<file path="config.mk">
export PLATFORM = sky130hd
export DESIGN_NAME = rcf_top
export DESIGN_NICKNAME = d
export VERILOG_FILES = /design/src/hdl/rcf_pkg.sv /design/src/hdl/rcf_top.sv
export SDC_FILE = /design/constraint.sdc
export NUM_CORES = 1
export LEC_CHECK = 0
export BUFFER_PORTS_ARGS = -buffer_cell sky130_fd_sc_hd__buf_2
export CORE_MARGIN = 3
export CORE_UTILIZATION = 44
export DETAILED_ROUTE_END_ITERATION = 6
export HOLD_SLACK_MARGIN = 0.03
export PLACE_DENSITY = 0.74
export SYNTH_ARGS = -nofsm -noshare
export SYNTH_HDL_FRONTEND = slang
export SYNTH_SLANG_ARGS = --single-unit
</file>
<file path="constraint.sdc">
create_clock -name aclk -period 2 [get_ports aclk]
set_input_delay 0.1 -clock aclk [delete_from_list [all_inputs] [get_ports aclk]]
set_output_delay 0.1 -clock aclk [all_outputs]
set_load 0.01 [all_outputs]
</file>
<file path="src/hdl/rcf_pkg.sv">
// Purpose: Constants and types for the reset source combiner and cause flags
// Assumes: 200 MHz aclk, AXI4-Lite register access
// Notes:   Delay lengths per clock source fuse setting are plain defaults
package rcf_pkg;
   localparam int             CLK_MHZ          = 200;
   localparam logic [7:0]     REG_FLAGS        = 8'h00;    // Reset cause flags
   localparam logic [7:0]     REG_IRQ_STATUS   = 8'h04;    // Sticky event status
   localparam logic [7:0]     REG_IRQ_ENABLE   = 8'h08;    // Event enable
   localparam logic [7:0]     REG_IRQ_CLEAR    = 8'h0C;    // Write one to clear
   localparam logic [7:0]     REG_CTRL         = 8'h10;    // Comparator/converter bits
   localparam int             FLAG_POR         = 0;
   localparam int             FLAG_PIN         = 1;
   localparam int             FLAG_BOR         = 2;
   localparam int             FLAG_WDT         = 3;
   localparam int             FLAG_SCAN        = 4;
   localparam int             NSRC             = 5;
   localparam logic [4:0]     LEGACY_MASK      = 5'h03;    // Pin and power-up only
   localparam int             CTRL_CMP_BG      = 0;
   localparam int             CTRL_ADC         = 1;
   localparam logic [1:0]     RESP_OKAY        = 2'b00;
   localparam logic [1:0]     RESP_SLVERR      = 2'b10;
   localparam logic [31:0]    ZERO32           = 32'h0000_0000;
   // Delay count for each clock source fuse value, in cycles
   localparam int             DELAY_W          = 24;
   localparam int             TOUT_US_SHORT    = 4;
   localparam int             TOUT_US_LONG     = 65;
   localparam logic [DELAY_W-1:0] TOUT_SHORT_CYC = DELAY_W'(TOUT_US_SHORT * CLK_MHZ);
   localparam logic [DELAY_W-1:0] TOUT_LONG_CYC  = DELAY_W'(TOUT_US_LONG * CLK_MHZ);
   localparam logic [DELAY_W-1:0] TOUT_MIN_CYC   = 24'h00_0001;

   typedef struct packed {
      logic por_low;    // Supply below power-on threshold
      logic pin_low;    // External reset pin low (raw)
      logic bod_low;    // Brown-out detector reports low supply
      logic wdt_pulse;  // Watchdog expiry event
      logic scan_one;   // Scan reset register holds one
   } rcf_src_t;
endpackage : rcf_pkg

</file>
<file path="src/hdl/rcf_top.sv">
// Purpose: Combine reset sources, stretch release, record reset cause
// Assumes: aclk 200 MHz; sources from analog monitors and watchdog
// Notes:   Pin reset also forces the output asynchronously via a gate
`timescale 1ns/1ps
// Overview of operation
// - Watchdog expiry makes an internal reset pulse of exactly one clock.
// - Delay count starts as the watchdog pulse ends; reset held until timeout.
// - Low reset pin asserts reset asynchronously, without any clock.
// - After pin returns high, delay count runs before release.
// - Supply rising past power-on threshold starts the delay count.
// - Supply falling below threshold reasserts reset immediately.
// - Enabled brown-out asserts reset at once; release after delay timeout.
// - Bit 4 set by scan reset; cleared by power-on or software zero.
// - Bit 3 set by watchdog reset; cleared by power-on or software zero.
// - Bit 2 set by brown-out reset; cleared by power-on or software zero.
// - Bit 1 set by pin reset; cleared by power-on or software zero.
// - Bit 0 set by power-on; cleared only by software zero.
// - Legacy mode shows only pin and power-on flags.
// - Bandgap on when brown-out enabled, comparator select, or converter on.
// - Reset held while the scan reset register holds one.
// - Delay length chosen by the clock source fuses.
module rcf_top (
   input  wire logic            aclk,                 // System clock
   input  wire logic            aresetn,              // Sync reset, active low
   input  wire rcf_pkg::rcf_src_t src_i,              // Raw reset sources
   input  wire logic            brownout_enable_fuse, // Brown-out detector enabled
   input  wire logic            legacy_mode,          // Compatibility mode strap
   input  wire logic [3:0]      clock_source_fuses,   // Selects delay length
   input  wire logic [31:0]     s_axi_awaddr,         // Write address
   input  wire logic            s_axi_awvalid,        // Write address valid
   output logic                 s_axi_awready,        // Write address ready
   input  wire logic [31:0]     s_axi_wdata,          // Write data
   input  wire logic [3:0]      s_axi_wstrb,          // Write strobes
   input  wire logic            s_axi_wvalid,         // Write data valid
   output logic                 s_axi_wready,         // Write data ready
   output logic [1:0]           s_axi_bresp,          // Write response
   output logic                 s_axi_bvalid,         // Write response valid
   input  wire logic            s_axi_bready,         // Write response ready
   input  wire logic [31:0]     s_axi_araddr,         // Read address
   input  wire logic            s_axi_arvalid,        // Read address valid
   output logic                 s_axi_arready,        // Read address ready
   output logic [31:0]          s_axi_rdata,          // Read data
   output logic [1:0]           s_axi_rresp,          // Read response
   output logic                 s_axi_rvalid,         // Read data valid
   input  wire logic            s_axi_rready,         // Read ready
   output logic                 sys_reset_n,          // Internal reset, active low
   output logic                 bandgap_on,           // Reference power enable
   output logic                 irq                   // Level interrupt
);
   import rcf_pkg::*;

   typedef enum logic [1:0] {ST_HOLD, ST_COUNT, ST_RUN} rcf_state_t;

   rcf_src_t            s1_reg, s2_reg;
   logic                wdt_d_reg;
   logic                wdt_rst_reg;
   rcf_state_t          state_reg;
   logic [DELAY_W-1:0]  cnt_reg;
   logic [DELAY_W-1:0]  tout_cyc;
   logic                hold_src;
   logic                rst_sync_n_reg;
   logic [4:0]          flags_reg;
   logic [4:0]          flag_set;
   logic [4:0]          irq_stat_reg, irq_en_reg;
   logic [1:0]          ctrl_reg;
   logic                aw_hold_reg, w_hold_reg;
   logic [7:0]          aw_addr_reg;
   logic [31:0]         w_data_reg;
   logic                wr_go, wr_ok;
   logic [4:0]          sw_flag_clr, sw_irq_clr;

   // Two-stage synchronisers for all analog/pin sources
   always_ff @(posedge aclk)
   begin
      if (!aresetn)
      begin
         s1_reg <= '0;
         s2_reg <= '0;
      end
      else
      begin
         s1_reg <= src_i;
         s2_reg <= s1_reg;
      end
   end

   // one-cycle watchdog pulse from rising edge of expiry
   always_ff @(posedge aclk)
   begin
      if (!aresetn)
      begin
         wdt_d_reg   <= 1'b0;
         wdt_rst_reg <= 1'b0;
      end
      else
      begin
         wdt_d_reg   <= s2_reg.wdt_pulse;
         wdt_rst_reg <= s2_reg.wdt_pulse & ~wdt_d_reg;
      end
   end

   // delay length from clock source fuses
   always_comb
   begin
      case (clock_source_fuses[1:0])
         2'b00:   tout_cyc = TOUT_MIN_CYC;
         2'b01:   tout_cyc = TOUT_SHORT_CYC;
         default: tout_cyc = TOUT_LONG_CYC;
      endcase
   end

   // level sources and the watchdog pulse that hold reset with no delay stage
   assign hold_src = s2_reg.por_low | s2_reg.pin_low | s2_reg.scan_one
                   | (s2_reg.bod_low & brownout_enable_fuse) | wdt_rst_reg;

   // hold, then count full delay, restart if a source reasserts
   always_ff @(posedge aclk)
   begin
      if (!aresetn)
      begin
         state_reg <= ST_HOLD;
         cnt_reg   <= '0;
      end
      else
      begin
         case (state_reg)
            ST_HOLD:
            begin
               cnt_reg <= tout_cyc;
               // count starts when last source drops
               if (!hold_src)
                  state_reg <= ST_COUNT;
            end
            ST_COUNT:
            begin
               if (hold_src)
                  state_reg <= ST_HOLD;
               else if (cnt_reg <= TOUT_MIN_CYC)
                  state_reg <= ST_RUN;
               else
                  cnt_reg <= cnt_reg - TOUT_MIN_CYC;
            end
            ST_RUN:
            begin
               if (hold_src)
                  state_reg <= ST_HOLD;
            end
            default: state_reg <= ST_HOLD;
         endcase
      end
   end

   // Clocked part of the internal reset
   always_ff @(posedge aclk)
   begin
      if (!aresetn)
         rst_sync_n_reg <= 1'b0;
      else
         rst_sync_n_reg <= (state_reg == ST_RUN) & ~hold_src;
   end

   // raw pin low forces reset with no clock; glitch filtering is analog
   assign sys_reset_n = rst_sync_n_reg & ~src_i.pin_low;

   // Flag set events, each a source seen active
   assign flag_set[FLAG_POR]  = s2_reg.por_low;
   assign flag_set[FLAG_PIN]  = s2_reg.pin_low;
   assign flag_set[FLAG_BOR]  = s2_reg.bod_low & brownout_enable_fuse;
   assign flag_set[FLAG_WDT]  = wdt_rst_reg;
   assign flag_set[FLAG_SCAN] = s2_reg.scan_one;

   // cause flags; set beats software clear
   always_ff @(posedge aclk)
   begin
      if (!aresetn)
         flags_reg <= 5'h01;
      else if (s2_reg.por_low)
         flags_reg <= 5'h01;
      else
         flags_reg <= (flags_reg & ~sw_flag_clr) | flag_set;
   end

   // Sticky event status, set beats clear
   always_ff @(posedge aclk)
   begin
      if (!aresetn)
      begin
         irq_stat_reg <= '0;
         irq_en_reg   <= '0;
         irq          <= 1'b0;
      end
      else
      begin
         irq_stat_reg <= (irq_stat_reg & ~sw_irq_clr) | flag_set;
         if (wr_ok && aw_addr_reg == REG_IRQ_ENABLE && s_axi_wstrb[0])
            irq_en_reg <= w_data_reg[4:0];
         irq <= |(irq_stat_reg & irq_en_reg);
      end
   end

   always_ff @(posedge aclk)
   begin
      if (!aresetn)
         bandgap_on <= 1'b0;
      else
         bandgap_on <= brownout_enable_fuse | ctrl_reg[CTRL_CMP_BG] | ctrl_reg[CTRL_ADC];
   end

   // Write channel capture; address and data accepted in either order
   assign wr_go = aw_hold_reg & w_hold_reg & ~s_axi_bvalid;
   assign wr_ok = wr_go & s_axi_wstrb[0];
   assign sw_flag_clr = (wr_ok && aw_addr_reg == REG_FLAGS) ? ~w_data_reg[4:0] : 5'h00;
   assign sw_irq_clr  = (wr_ok && aw_addr_reg == REG_IRQ_CLEAR) ? w_data_reg[4:0] : 5'h00;

   always_ff @(posedge aclk)
   begin
      if (!aresetn)
      begin
         aw_hold_reg   <= 1'b0;
         w_hold_reg    <= 1'b0;
         aw_addr_reg   <= '0;
         w_data_reg    <= '0;
         s_axi_awready <= 1'b0;
         s_axi_wready  <= 1'b0;
         s_axi_bvalid  <= 1'b0;
         s_axi_bresp   <= RESP_OKAY;
         ctrl_reg      <= '0;
      end
      else
      begin
         s_axi_awready <= ~aw_hold_reg & ~s_axi_awready & s_axi_awvalid;
         s_axi_wready  <= ~w_hold_reg & ~s_axi_wready & s_axi_wvalid;
         if (s_axi_awvalid && s_axi_awready)
         begin
            aw_hold_reg <= 1'b1;
            aw_addr_reg <= s_axi_awaddr[7:0];
         end
         if (s_axi_wvalid && s_axi_wready)
         begin
            w_hold_reg <= 1'b1;
            w_data_reg <= s_axi_wdata;
         end
         if (wr_go)
         begin
            aw_hold_reg  <= 1'b0;
            w_hold_reg   <= 1'b0;
            s_axi_bvalid <= 1'b1;
            case (aw_addr_reg)
               REG_FLAGS, REG_IRQ_ENABLE, REG_IRQ_CLEAR, REG_CTRL: s_axi_bresp <= RESP_OKAY;
               default: s_axi_bresp <= RESP_SLVERR;
            endcase
            if (wr_ok && aw_addr_reg == REG_CTRL)
               ctrl_reg <= w_data_reg[1:0];
         end
         else if (s_axi_bvalid && s_axi_bready)
            s_axi_bvalid <= 1'b0;
      end
   end

   // Read channel; one read at a time, answer one cycle after address
   always_ff @(posedge aclk)
   begin
      if (!aresetn)
      begin
         s_axi_arready <= 1'b0;
         s_axi_rvalid  <= 1'b0;
         s_axi_rdata   <= ZERO32;
         s_axi_rresp   <= RESP_OKAY;
      end
      else
      begin
         s_axi_arready <= s_axi_arvalid & ~s_axi_arready & ~s_axi_rvalid;
         if (s_axi_arvalid && s_axi_arready)
         begin
            s_axi_rvalid <= 1'b1;
            s_axi_rresp  <= RESP_OKAY;
            s_axi_rdata  <= ZERO32;
            case (s_axi_araddr[7:0])
               // legacy mode hides the newer flags
               REG_FLAGS: s_axi_rdata[4:0] <= legacy_mode ? (flags_reg & LEGACY_MASK)
                                                          : flags_reg;
               REG_IRQ_STATUS: s_axi_rdata[4:0] <= irq_stat_reg;
               REG_IRQ_ENABLE: s_axi_rdata[4:0] <= irq_en_reg;
               REG_IRQ_CLEAR:  s_axi_rdata      <= ZERO32;
               REG_CTRL:       s_axi_rdata[1:0] <= ctrl_reg;
               default:        s_axi_rresp      <= RESP_SLVERR;
            endcase
         end
         else if (s_axi_rvalid && s_axi_rready)
            s_axi_rvalid <= 1'b0;
      end
   end
endmodule : rcf_top

</file>
==> results.py, run 1 <==
metrics = {
    "clock_network": {
        "cts_root_buf": "clkbuf_8",
        "clkTransAtPathRegs_ps": 90,
        "cts_made_buffers": 9,
        "cts_tree": "done",
        "cts_max_level": 3,
        "clk_path_buf_depth": 2,
        "cts.sinks": 85,
        "clk-insertion-delay-late_ps": 360,
    },
    "routing": {
        "drc_errors": 0,
        "wl_per_cell_um": 15.74,
        "finalWirelength_mm": 11.24,
        "drt_iter0_markers": 218,
        "num_vias": 4028,
        "avgViaCountPerCell": 5.641,
        "ant_nets": 0,
        "drt_first_pass_iters": 5,
    },
    "run": {
        "drv_cap": 0,
    },
    "placed_design": {
        "hpwl_mm": 7.726,
        "io_buffer_count": 52,
        "place_congestion": 0.8951,
    },
    "synthesis": {
        "seq_area_frac_synth": 0.4201,
        "synth-edff-count": 0,
        "synth_top_area_share": 0.4201,
        "ys_top_cells_by_count": "dfxtp_1, nand2_1, a21oi_1",
        "avgSynthCellArea_um2": 8.654,
        "yosys-top-cells-area": "dfxtp_1, buf_4, nand2_1",
        "synth-seq-cells": 85,
        "yosys_most_used_dff": "dfxtp_1",
        "yosysWarningCount": 0,
        "syn-cell-area_mm2": 0.004050,
        "yosysTopAreaCell": "dfxtp_1",
        "async_reset_ff_frac": 0,
        "yosysMostFrequentCell": "dfxtp_1",
        "ys_types": 63,
        "synthCells": 468,
    },
    "power": {
        "p_leak_nw": 2.159,
        "p_comb_frac": 0.296,
        "pwr-share-clk": 0.290,
        "seq_power_share": 0.415,
        "p_per_area_mw_per_mm2": 830.0,
        "p_sw_frac": 0.3203,
        "ir_drop_mv": 0.4446,
        "switching_power_w": 0.001440,
        "intPower_w": 0.003056,
    },
    "timing": {
        "hold_violations": 0,
        "min_period_over_period": 1.038,
        "maxSlewViolCount": 0,
        "rsz0062_at_grt": "yes",
        "setup-tns-final_ps": -147.8,
        "relSlewSlack": 0.5733,
        "fin_skew_ps": 15.28,
        "period_needed_ps": 2076,
        "worst_slew_pin_slew_ps": 639.1,
        "setup_viol": 7,
        "setup_slack_ps": -75.59,
        "max_freq_mhz": 481.8,
    },
    "worst_setup_path": {
        "path_max_fanout": 5,
        "required_ps": 2280,
        "slowest_stage": "or4_1",
        "worst-setup-path-type": "flip-flop to flip-flop",
        "end_kind": "flip-flop",
        "arrival_ps": 2360,
        "max_stage_delay_ps": 430,
        "path_cells": "inv_4 > ha_4 > or3b_4 > buf_6 > nor3_4 > nand2_2 > or4_1 > a31oi_1",
        "critPathTopFamily": "simple AND/OR/NAND/NOR gates",
        "worst-path-buf-inv": 2,
        "setup.worst_path.start_class": "flip-flop",
    },
    "layout": {
        "n_antenna_cell": 0,
        "syn_to_final_growth_pct": 33.73,
        "fill_cells": 737,
        "finish.utilization": 0.6121,
        "drive_above_1_share": 0.3135,
        "seq_area_mm2": 0.001720,
        "final_nets": 721,
        "multiInputGateArea_mm2": 0.002280,
        "largest_register_ffs": 24,
    },
    "floorplanning": {
        "fp.dieW_um": 101.9,
        "io-pin-count": 162,
        "coreArea_mm2": 0.008848,
        "die_y_um": 101.9,
        "start_util": 0.4577,
        "rows": 34,
        "dieArea_mm2": 0.01039,
    },
    "global_routing": {
        "gr-total-overflow": 0,
        "grt_pass1_vias": 3865,
        "antenna_found_initial": 0,
        "track_usage": 0.2131,
        "grt_pass1_wl_mm": 17.90,
        "grt_max_degree": 46,
    },
    "worst_hold_path": {
        "hold_path.class": "input pin to flip-flop",
    },
    "run_status": {
        "status": "complete, but fails checks",
        "violations": "negative setup slack",
    },
}
[per-stage QoR]
stage               power [W]  cell area (µm²)  hold slack [ps]  std cells  setup slack (ps)
global route         0.004714             5416            47.03        714            -170.4
CTS                  0.004368             5268            30.77        708            -12.88
detailed placement   0.002953             4723            313.0        666            -132.6
global placement     0.002922             4723            306.8        666            -110.6
finish               0.004496             5416            36.78        714            -75.59
floorplan            0.002493             4184            218.3        496             9.964
[tightest hold or removal path: stages]
cell and delay, ps:
buf_2 100, inv_1 40, a21oi_1 60, nor2_1 70
[metal layers]
metal / vias to the layer above / track usage / routed length (µm)
met3: 23 / 0.04915 / 693
met1: 1892 / 0.2483 / 4647
met4: 0 / 0.06256 / 210
met5: - / 0 / 0
li1: 1948 / - / -
met2: 165 / 0.3893 / 5687
[final timing paths]
path / cells after the start / startpoint / slack (ps) / to
max: 8 / cnt_reg[0] / -80 / cnt_reg[18]
min: 4 / s_axi_bready / 40 / s_axi_bvalid
max reg2reg: 8 / cnt_reg[0] / -80 / cnt_reg[18]
min reg2reg: 1 / wdt_d_reg / 390 / wdt_rst_reg
[cell type report]
| cell class | count | share of cell area |
|---|---|---|
| Clock buffer | 9 | 0.02287 |
| Clock inverter | 7 | 0.01686 |
| Inverter | 12 | 0.008778 |
| Multi-Input combinational cell | 351 | 0.4209 |
| Sequential cell | 85 | 0.3176 |
| Tap cell | 108 | 0.02495 |
| Timing Repair Buffer | 142 | 0.1880 |
[power groups by stage]
stage | logic (W) | clock network (W) | registers, W
floorplan | 0.000613 | 0 | 0.00188
global placement | 0.00103 | 0 | 0.00189
detailed placement | 0.00106 | 0 | 0.00190
CTS | 0.00118 | 0.00133 | 0.00186
global route | 0.00143 | 0.00141 | 0.00188
finish | 0.00133 | 0.00130 | 0.00186
[timing repair]
action	in CTS	in global routing
hold buffers	22	0
pin swaps	9	11
hold endpoints to repair	22	0
setup endpoints to repair	17	26
resized for setup	22	23
setup buffers	4	6
[kinds of logic (layout without fill, tap and decap cells)]
group / after synthesis / after routing / share of synthesized area
simple gates: 189 / 189 / 0.2570
other cells: 1 / 29 / 0.0009259
fa+ha+maj: 3 / 3 / 0.008649
mux: 11 / 11 / 0.02780
compound gates: 119 / 119 / 0.2024
flops: 85 / 85 / 0.4201
buf+inv: 60 / 170 / 0.08310
[cell usage in the layout, fill, tap and decap left out, drive strengths merged, types with 3 or more instances in the layout]
cell type    count
a211oi           5
a21bo            4
a21oi           33
a22o             3
a22oi            5
a31oi            9
a32o             6
and2            12
buf            120
clkbuf           9
conb            29
dfxtp           85
dlygate4sd3     22
inv             15
mux2i            9
nand2           49
nand2b           9
nand3           21
nand4            7
nor2            25
nor2b            6
nor3            13
nor4             9
o2111ai          4
o211ai           8
o21ai           20
o311ai           3
o41ai            3
or3             10
or4             16
Note: power is estimated with default switching activity, not from simulation.
==> inputs of run 2 (changes only) <==
--- a/config.mk
+++ b/config.mk
@@ -6,7 +6,7 @@
 export NUM_CORES = 1
 export LEC_CHECK = 0
 export BUFFER_PORTS_ARGS = -buffer_cell sky130_fd_sc_hd__buf_2
-export CORE_MARGIN = 3
+export CORE_MARGIN = 2
 export CORE_UTILIZATION = 44
 export DETAILED_ROUTE_END_ITERATION = 6
 export HOLD_SLACK_MARGIN = 0.03
==> results.py, run 2 (synthesis results as in run 1) <==
metrics = {
    "run_status": {
        "status": "complete, but fails checks",
        "violations": "negative setup slack",
    },
    "timing": {
        "min_period_over_period": 1.088,
        "worst_slew_pin_slew_ps": 548.4,
        "fin_skew_ps": 14.74,
        "relSlewSlack": 0.6339,
        "rsz0062_at_grt": "yes",
        "setup_viol": 8,
        "maxSlewViolCount": 0,
        "max_freq_mhz": 459.5,
        "setup_slack_ps": -176.1,
        "hold_violations": 0,
        "setup-tns-final_ps": -443.7,
        "period_needed_ps": 2176,
    },
    "clock_network": {
        "cts_tree": "done",
        "cts_made_buffers": 9,
        "clk_path_buf_depth": 2,
        "cts_root_buf": "clkbuf_8",
        "cts.sinks": 85,
        "cts_max_level": 3,
        "clk-insertion-delay-late_ps": 360,
        "clkTransAtPathRegs_ps": 100,
    },
    "routing": {
        "wl_per_cell_um": 15.77,
        "finalWirelength_mm": 11.27,
        "drt_iter0_markers": 212,
        "drc_errors": 0,
        "drt_first_pass_iters": 5,
        "ant_nets": 0,
        "avgViaCountPerCell": 5.702,
        "num_vias": 4077,
    },
    "layout": {
        "syn_to_final_growth_pct": 33.06,
        "largest_register_ffs": 24,
        "layout_commonest_cell": "dfxtp_1",
        "n_antenna_cell": 0,
        "final_nets": 719,
        "design_area_mm2": 0.005389,
        "drive_above_1_share": 0.3046,
        "mostFrequentLayoutCells": "dfxtp_1, buf_4, buf_2",
    },
    "worst_setup_path": {
        "crit_cells": 6,
        "end_kind": "flip-flop",
        "path_max_fanout": 5,
        "path_cells": "inv_4 > ha_4 > or3b_4 > or4_4 > or4_4 > a31oi_4",
        "worstReg2RegStart": "cnt_reg[0]",
        "critPathTopFamily": "simple AND/OR/NAND/NOR gates",
        "r2r_slack_ps": -180,
        "slowest_stage": "or4_4",
        "worst-setup-path-type": "flip-flop to flip-flop",
        "r2r-end": "cnt_reg[10]",
        "setup.worst_path.start_class": "flip-flop",
        "required_ps": 2290,
        "cp_common_cell": "or4_4",
        "worst-path-buf-inv": 1,
        "worst-r2r-cell-count": 6,
        "max_stage_delay_ps": 490,
        "arrival_ps": 2460,
    },
    "placed_design": {
        "io_buffer_count": 52,
        "hpwl_mm": 7.544,
        "placed_area_mm2": 0.004690,
        "place_congestion": 0.9141,
    },
    "worst_hold_path": {
        "whs_endpoint": "s_axi_bvalid",
        "hold_path.class": "input pin to flip-flop",
        "hp-start": "s_axi_bready",
        "min_path_cells": 4,
    },
    "global_routing": {
        "grt_max_degree": 27,
        "track_usage": 0.2156,
        "grt_pass1_wl_mm": 17.44,
        "gr-total-overflow": 0,
        "antenna_found_initial": 0,
        "grt_pass1_vias": 3799,
    },
    "power": {
        "finalPower_w": 0.004370,
        "p_leak_nw": 2.133,
        "p_per_area_mw_per_mm2": 810.9,
        "ir_drop_mv": 0.5590,
    },
    "floorplanning": {
        "dieArea_mm2": 0.009988,
        "io-pin-count": 162,
        "die_y_um": 99.94,
        "rows": 35,
        "start_util": 0.4468,
        "fp.dieW_um": 99.94,
        "coreArea_mm2": 0.009065,
    },
    "run": {
        "drv_cap": 0,
    },
}
## run 2: cell type report
type / count / area [µm²]
fill: 791 / 3676
multi-input combinational: 351 / 2303
sequential: 85 / 1714
timing repair buffer: 140 / 1005
tap: 111 / 138.9
clock buffer: 10 / 127.6
clock inverter: 6 / 52.55
inverter: 12 / 47.55
## run 2: what timing repair did
action,CTS,global route
hold buffers,23,0
setup buffers,4,8
gates resized for setup,17,29
setup endpoints to repair,13,21
endpoints found under the hold margin,23,0
pin swaps,5,14
## run 2: how the worst max path moves through the flow
stage                          start          end
final                     cnt_reg[0]  cnt_reg[10]
after global routing      cnt_reg[0]  cnt_reg[10]
after CTS                 cnt_reg[0]  cnt_reg[10]
after detailed placement  cnt_reg[0]   cnt_reg[5]
after global placement    cnt_reg[0]  cnt_reg[13]
after floorplan           cnt_reg[4]  cnt_reg[10]
## run 2: worst reg2reg max path, stage by stage, from the launching register on
cell	delay [ps]
dfxtp_4	380
inv_4	70
ha_4	140
or3b_4	380
or4_4	490
or4_4	450
a31oi_4	200
## run 2: per-layer routing
layer,up-vias,GRT usage,part of all wire
li1,1950,-,-
met1,1938,0.2683,0.42
met2,162,0.3805,0.50
met3,27,0.03203,0.058
met4,0,0.07587,0.020
met5,-,0,0
## run 2: power breakdown
group	switching [W]	total [W]	internal [W]
clock network	0.000673	0.00115	0.000475
registers	0.0000951	0.00187	0.00177
logic	0.000675	0.00135	0.000677
total	0.00144	0.00437	0.00293
## run 2: stage by stage
step | worst slack, ps | hold WS, ps | instances | util
4_1_cts | -93.04 | 34.13 | 707 | 0.5738
3_3_place_gp | -107.3 | 309.6 | 664 | 0.5173
3_5_place_dp | -144.4 | 313.1 | 664 | 0.5173
2_1_floorplan | 9.964 | 218.3 | 496 | -
5_1_grt | -213.9 | 72.85 | 715 | 0.5945
6_report | -176.1 | 38.73 | 715 | 0.5945
==> inputs of run 3 (changes only) <==
--- a/config.mk
+++ b/config.mk
@@ -11,6 +11,7 @@
 export DETAILED_ROUTE_END_ITERATION = 6
 export HOLD_SLACK_MARGIN = 0.03
 export PLACE_DENSITY = 0.74
+export SETUP_SLACK_MARGIN = 0.05
 export SYNTH_ARGS = -nofsm -noshare
 export SYNTH_HDL_FRONTEND = slang
 export SYNTH_SLANG_ARGS = --single-unit
==> results.py, run 3 (synthesis results as in run 1) <==
metrics = {
    "timing": {
        "max_freq_mhz": 477.8,
        "hold_violations": 0,
        "relSlewSlack": 0.5624,
        "maxSlewViolCount": 0,
        "min_period_over_period": 1.046,
        "period_needed_ps": 2093,
        "rsz0062_at_grt": "yes",
        "holdWs_ps": 85.29,
        "setup_viol": 12,
        "fin_skew_ps": 14.14,
        "worst_slew_pin_slew_ps": 655.5,
        "setup_slack_ps": -92.89,
    },
    "run": {
        "drv_cap": 0,
    },
    "routing": {
        "wl_per_cell_um": 15.31,
        "num_vias": 4029,
        "drc_errors": 0,
        "avgViaCountPerCell": 5.588,
        "finalWirelength_mm": 11.04,
        "ant_nets": 0,
        "drt_iter0_markers": 175,
        "drt_first_pass_iters": 5,
    },
    "global_routing": {
        "grt_max_degree": 32,
        "track_usage": 0.2174,
        "grt_pass1_vias": 3892,
        "gr-total-overflow": 0,
        "antenna_found_initial": 0,
        "grt_pass1_wl_mm": 17.58,
    },
    "floorplanning": {
        "io-pin-count": 162,
        "rows": 35,
        "coreArea_mm2": 0.009065,
        "die_y_um": 99.94,
        "start_util": 0.4468,
        "dieArea_mm2": 0.009988,
        "fp.dieW_um": 99.94,
    },
    "worst_setup_path": {
        "r2r-end": "cnt_reg[18]",
        "endpoint": "cnt_reg[18]",
        "worstReg2RegStart": "cnt_reg[1]",
        "setup.worst_path.start_class": "flip-flop",
        "arrival_ps": 2370,
        "critPathTopFamily": "simple AND/OR/NAND/NOR gates",
        "critical_path.startpoint": "cnt_reg[1]",
        "path_cells": "inv_4 > ha_4 > or3b_4 > buf_6 > nor3_4 > nand2_2 > or4_4 > a31oi_1",
        "max_stage_delay_ps": 430,
        "crit_cells": 8,
        "worst-r2r-cell-count": 8,
        "end_kind": "flip-flop",
        "worst-setup-path-type": "flip-flop to flip-flop",
        "worst-path-buf-inv": 2,
        "path_max_fanout": 4,
        "required_ps": 2280,
        "slowest_stage": "or4_4",
        "r2r_slack_ps": -90,
    },
    "power": {
        "p_per_area_mw_per_mm2": 796.8,
        "finalPower_w": 0.004423,
        "p_leak_nw": 2.177,
        "ir_drop_mv": 0.5744,
    },
    "clock_network": {
        "cts_tree": "done",
        "clkTransAtPathRegs_ps": 90,
        "cts.sinks": 85,
        "clk_path_buf_depth": 2,
        "cts_root_buf": "clkbuf_8",
        "clk-insertion-delay-late_ps": 370,
        "cts_made_buffers": 9,
        "cts_max_level": 3,
    },
    "layout": {
        "largest_register_ffs": 24,
        "fill_cells": 769,
        "drive_above_1_share": 0.3279,
        "n_antenna_cell": 0,
        "mostFrequentLayoutCells": "dfxtp_1, buf_4, buf_2",
        "syn_to_final_growth_pct": 37.07,
        "fin_cells": 721,
        "layout_commonest_cell": "dfxtp_1",
        "final_nets": 726,
        "design_area_mm2": 0.005552,
    },
    "placed_design": {
        "hpwl_mm": 7.317,
        "placed_area_mm2": 0.004706,
        "place_inst": 665,
        "place_congestion": 0.8759,
        "io_buffer_count": 52,
    },
    "worst_hold_path": {
        "min_path_cells": 3,
        "hold_path.class": "input pin to flip-flop",
    },
    "run_status": {
        "violations": "negative setup slack",
        "status": "complete, but fails checks",
    },
}
==> run 3: cell types whose count changed in the layout (fill, tap and decap cells not counted), sizes merged <==
cell,before,now
clkinvlp,0,2
buf,117,123
inv,16,13
dlygate4sd3,23,24
==> run 3: cell type report <==
cell class              instances  area, µm²  area share
clock buffers                  10      127.6     0.02299
flip-flops and latches         85       1722      0.3101
multi-input cells             351       2370      0.4269
clock inverters                 5      37.54    0.006761
repair buffers                147       1106      0.1992
inverters                      12      50.05    0.009015
well taps                     111      138.9     0.02502
==> run 3: worst register-to-register path, delay by kind of cell (launching register included) <==
family,cells,cell delay [ps]
AO/OA/AOI/OAI,1,150
adder cells (fa/ha/maj),1,140
buffers and inverters,2,200
flip-flops,1,370
AND/OR/NAND/NOR,4,1150
==> run 3: worst min-delay path by stage <==
stage          slack [ps]              end         start
6_report               90    s_axi_awready       aresetn
5_1_grt                90  irq_stat_reg[0]       aresetn
4_1_cts                80  irq_stat_reg[0]       aresetn
3_5_place_dp          310        s1_reg[1]      src_i[1]
3_3_place_gp          310        s1_reg[2]      src_i[2]
2_1_floorplan         220     s_axi_wready  s_axi_wvalid
==> run 3: through the flow <==
step / setup slack, ps / TNS (ps) / util
2_1_floorplan: 9.964 / 0 / -
3_3_place_gp: -91.91 / -294.2 / 0.5191
3_5_place_dp: -124.9 / -537.5 / 0.5191
4_1_cts: -92.31 / -353.6 / 0.5891
5_1_grt: -204.1 / -2081 / 0.6124
6_report: -92.89 / -685.9 / 0.6124
==> run 3: where the power goes <==
group	internal (W)	switching (W)	total (W)
Sequential	0.00178	0.0000895	0.00187
Combinational	0.000756	0.000733	0.00149
Clock	0.000449	0.000621	0.00107
Total	0.00298	0.00144	0.00442
==> run 3: metal layers <==
layer,routed length [µm],global-route usage,vias up
met3,560,0.04596,29
li1,-,-,1958
met2,5541,0.3737,128
met5,0,0,-
met1,4705,0.2621,1914
met4,228,0.09694,0
==> run 3: what timing repair did <==
| action | 4_1_cts | 5_1_grt |
|---|---|---|
| gates resized for setup | 41 | 33 |
| setup buffers | 9 | 8 |
| setup endpoints to repair | 19 | 23 |
| gates cloned | 1 | 0 |
| pin swaps | 15 | 27 |
| hold buffers | 24 | 0 |
| endpoints found under the hold margin | 24 | 0 |
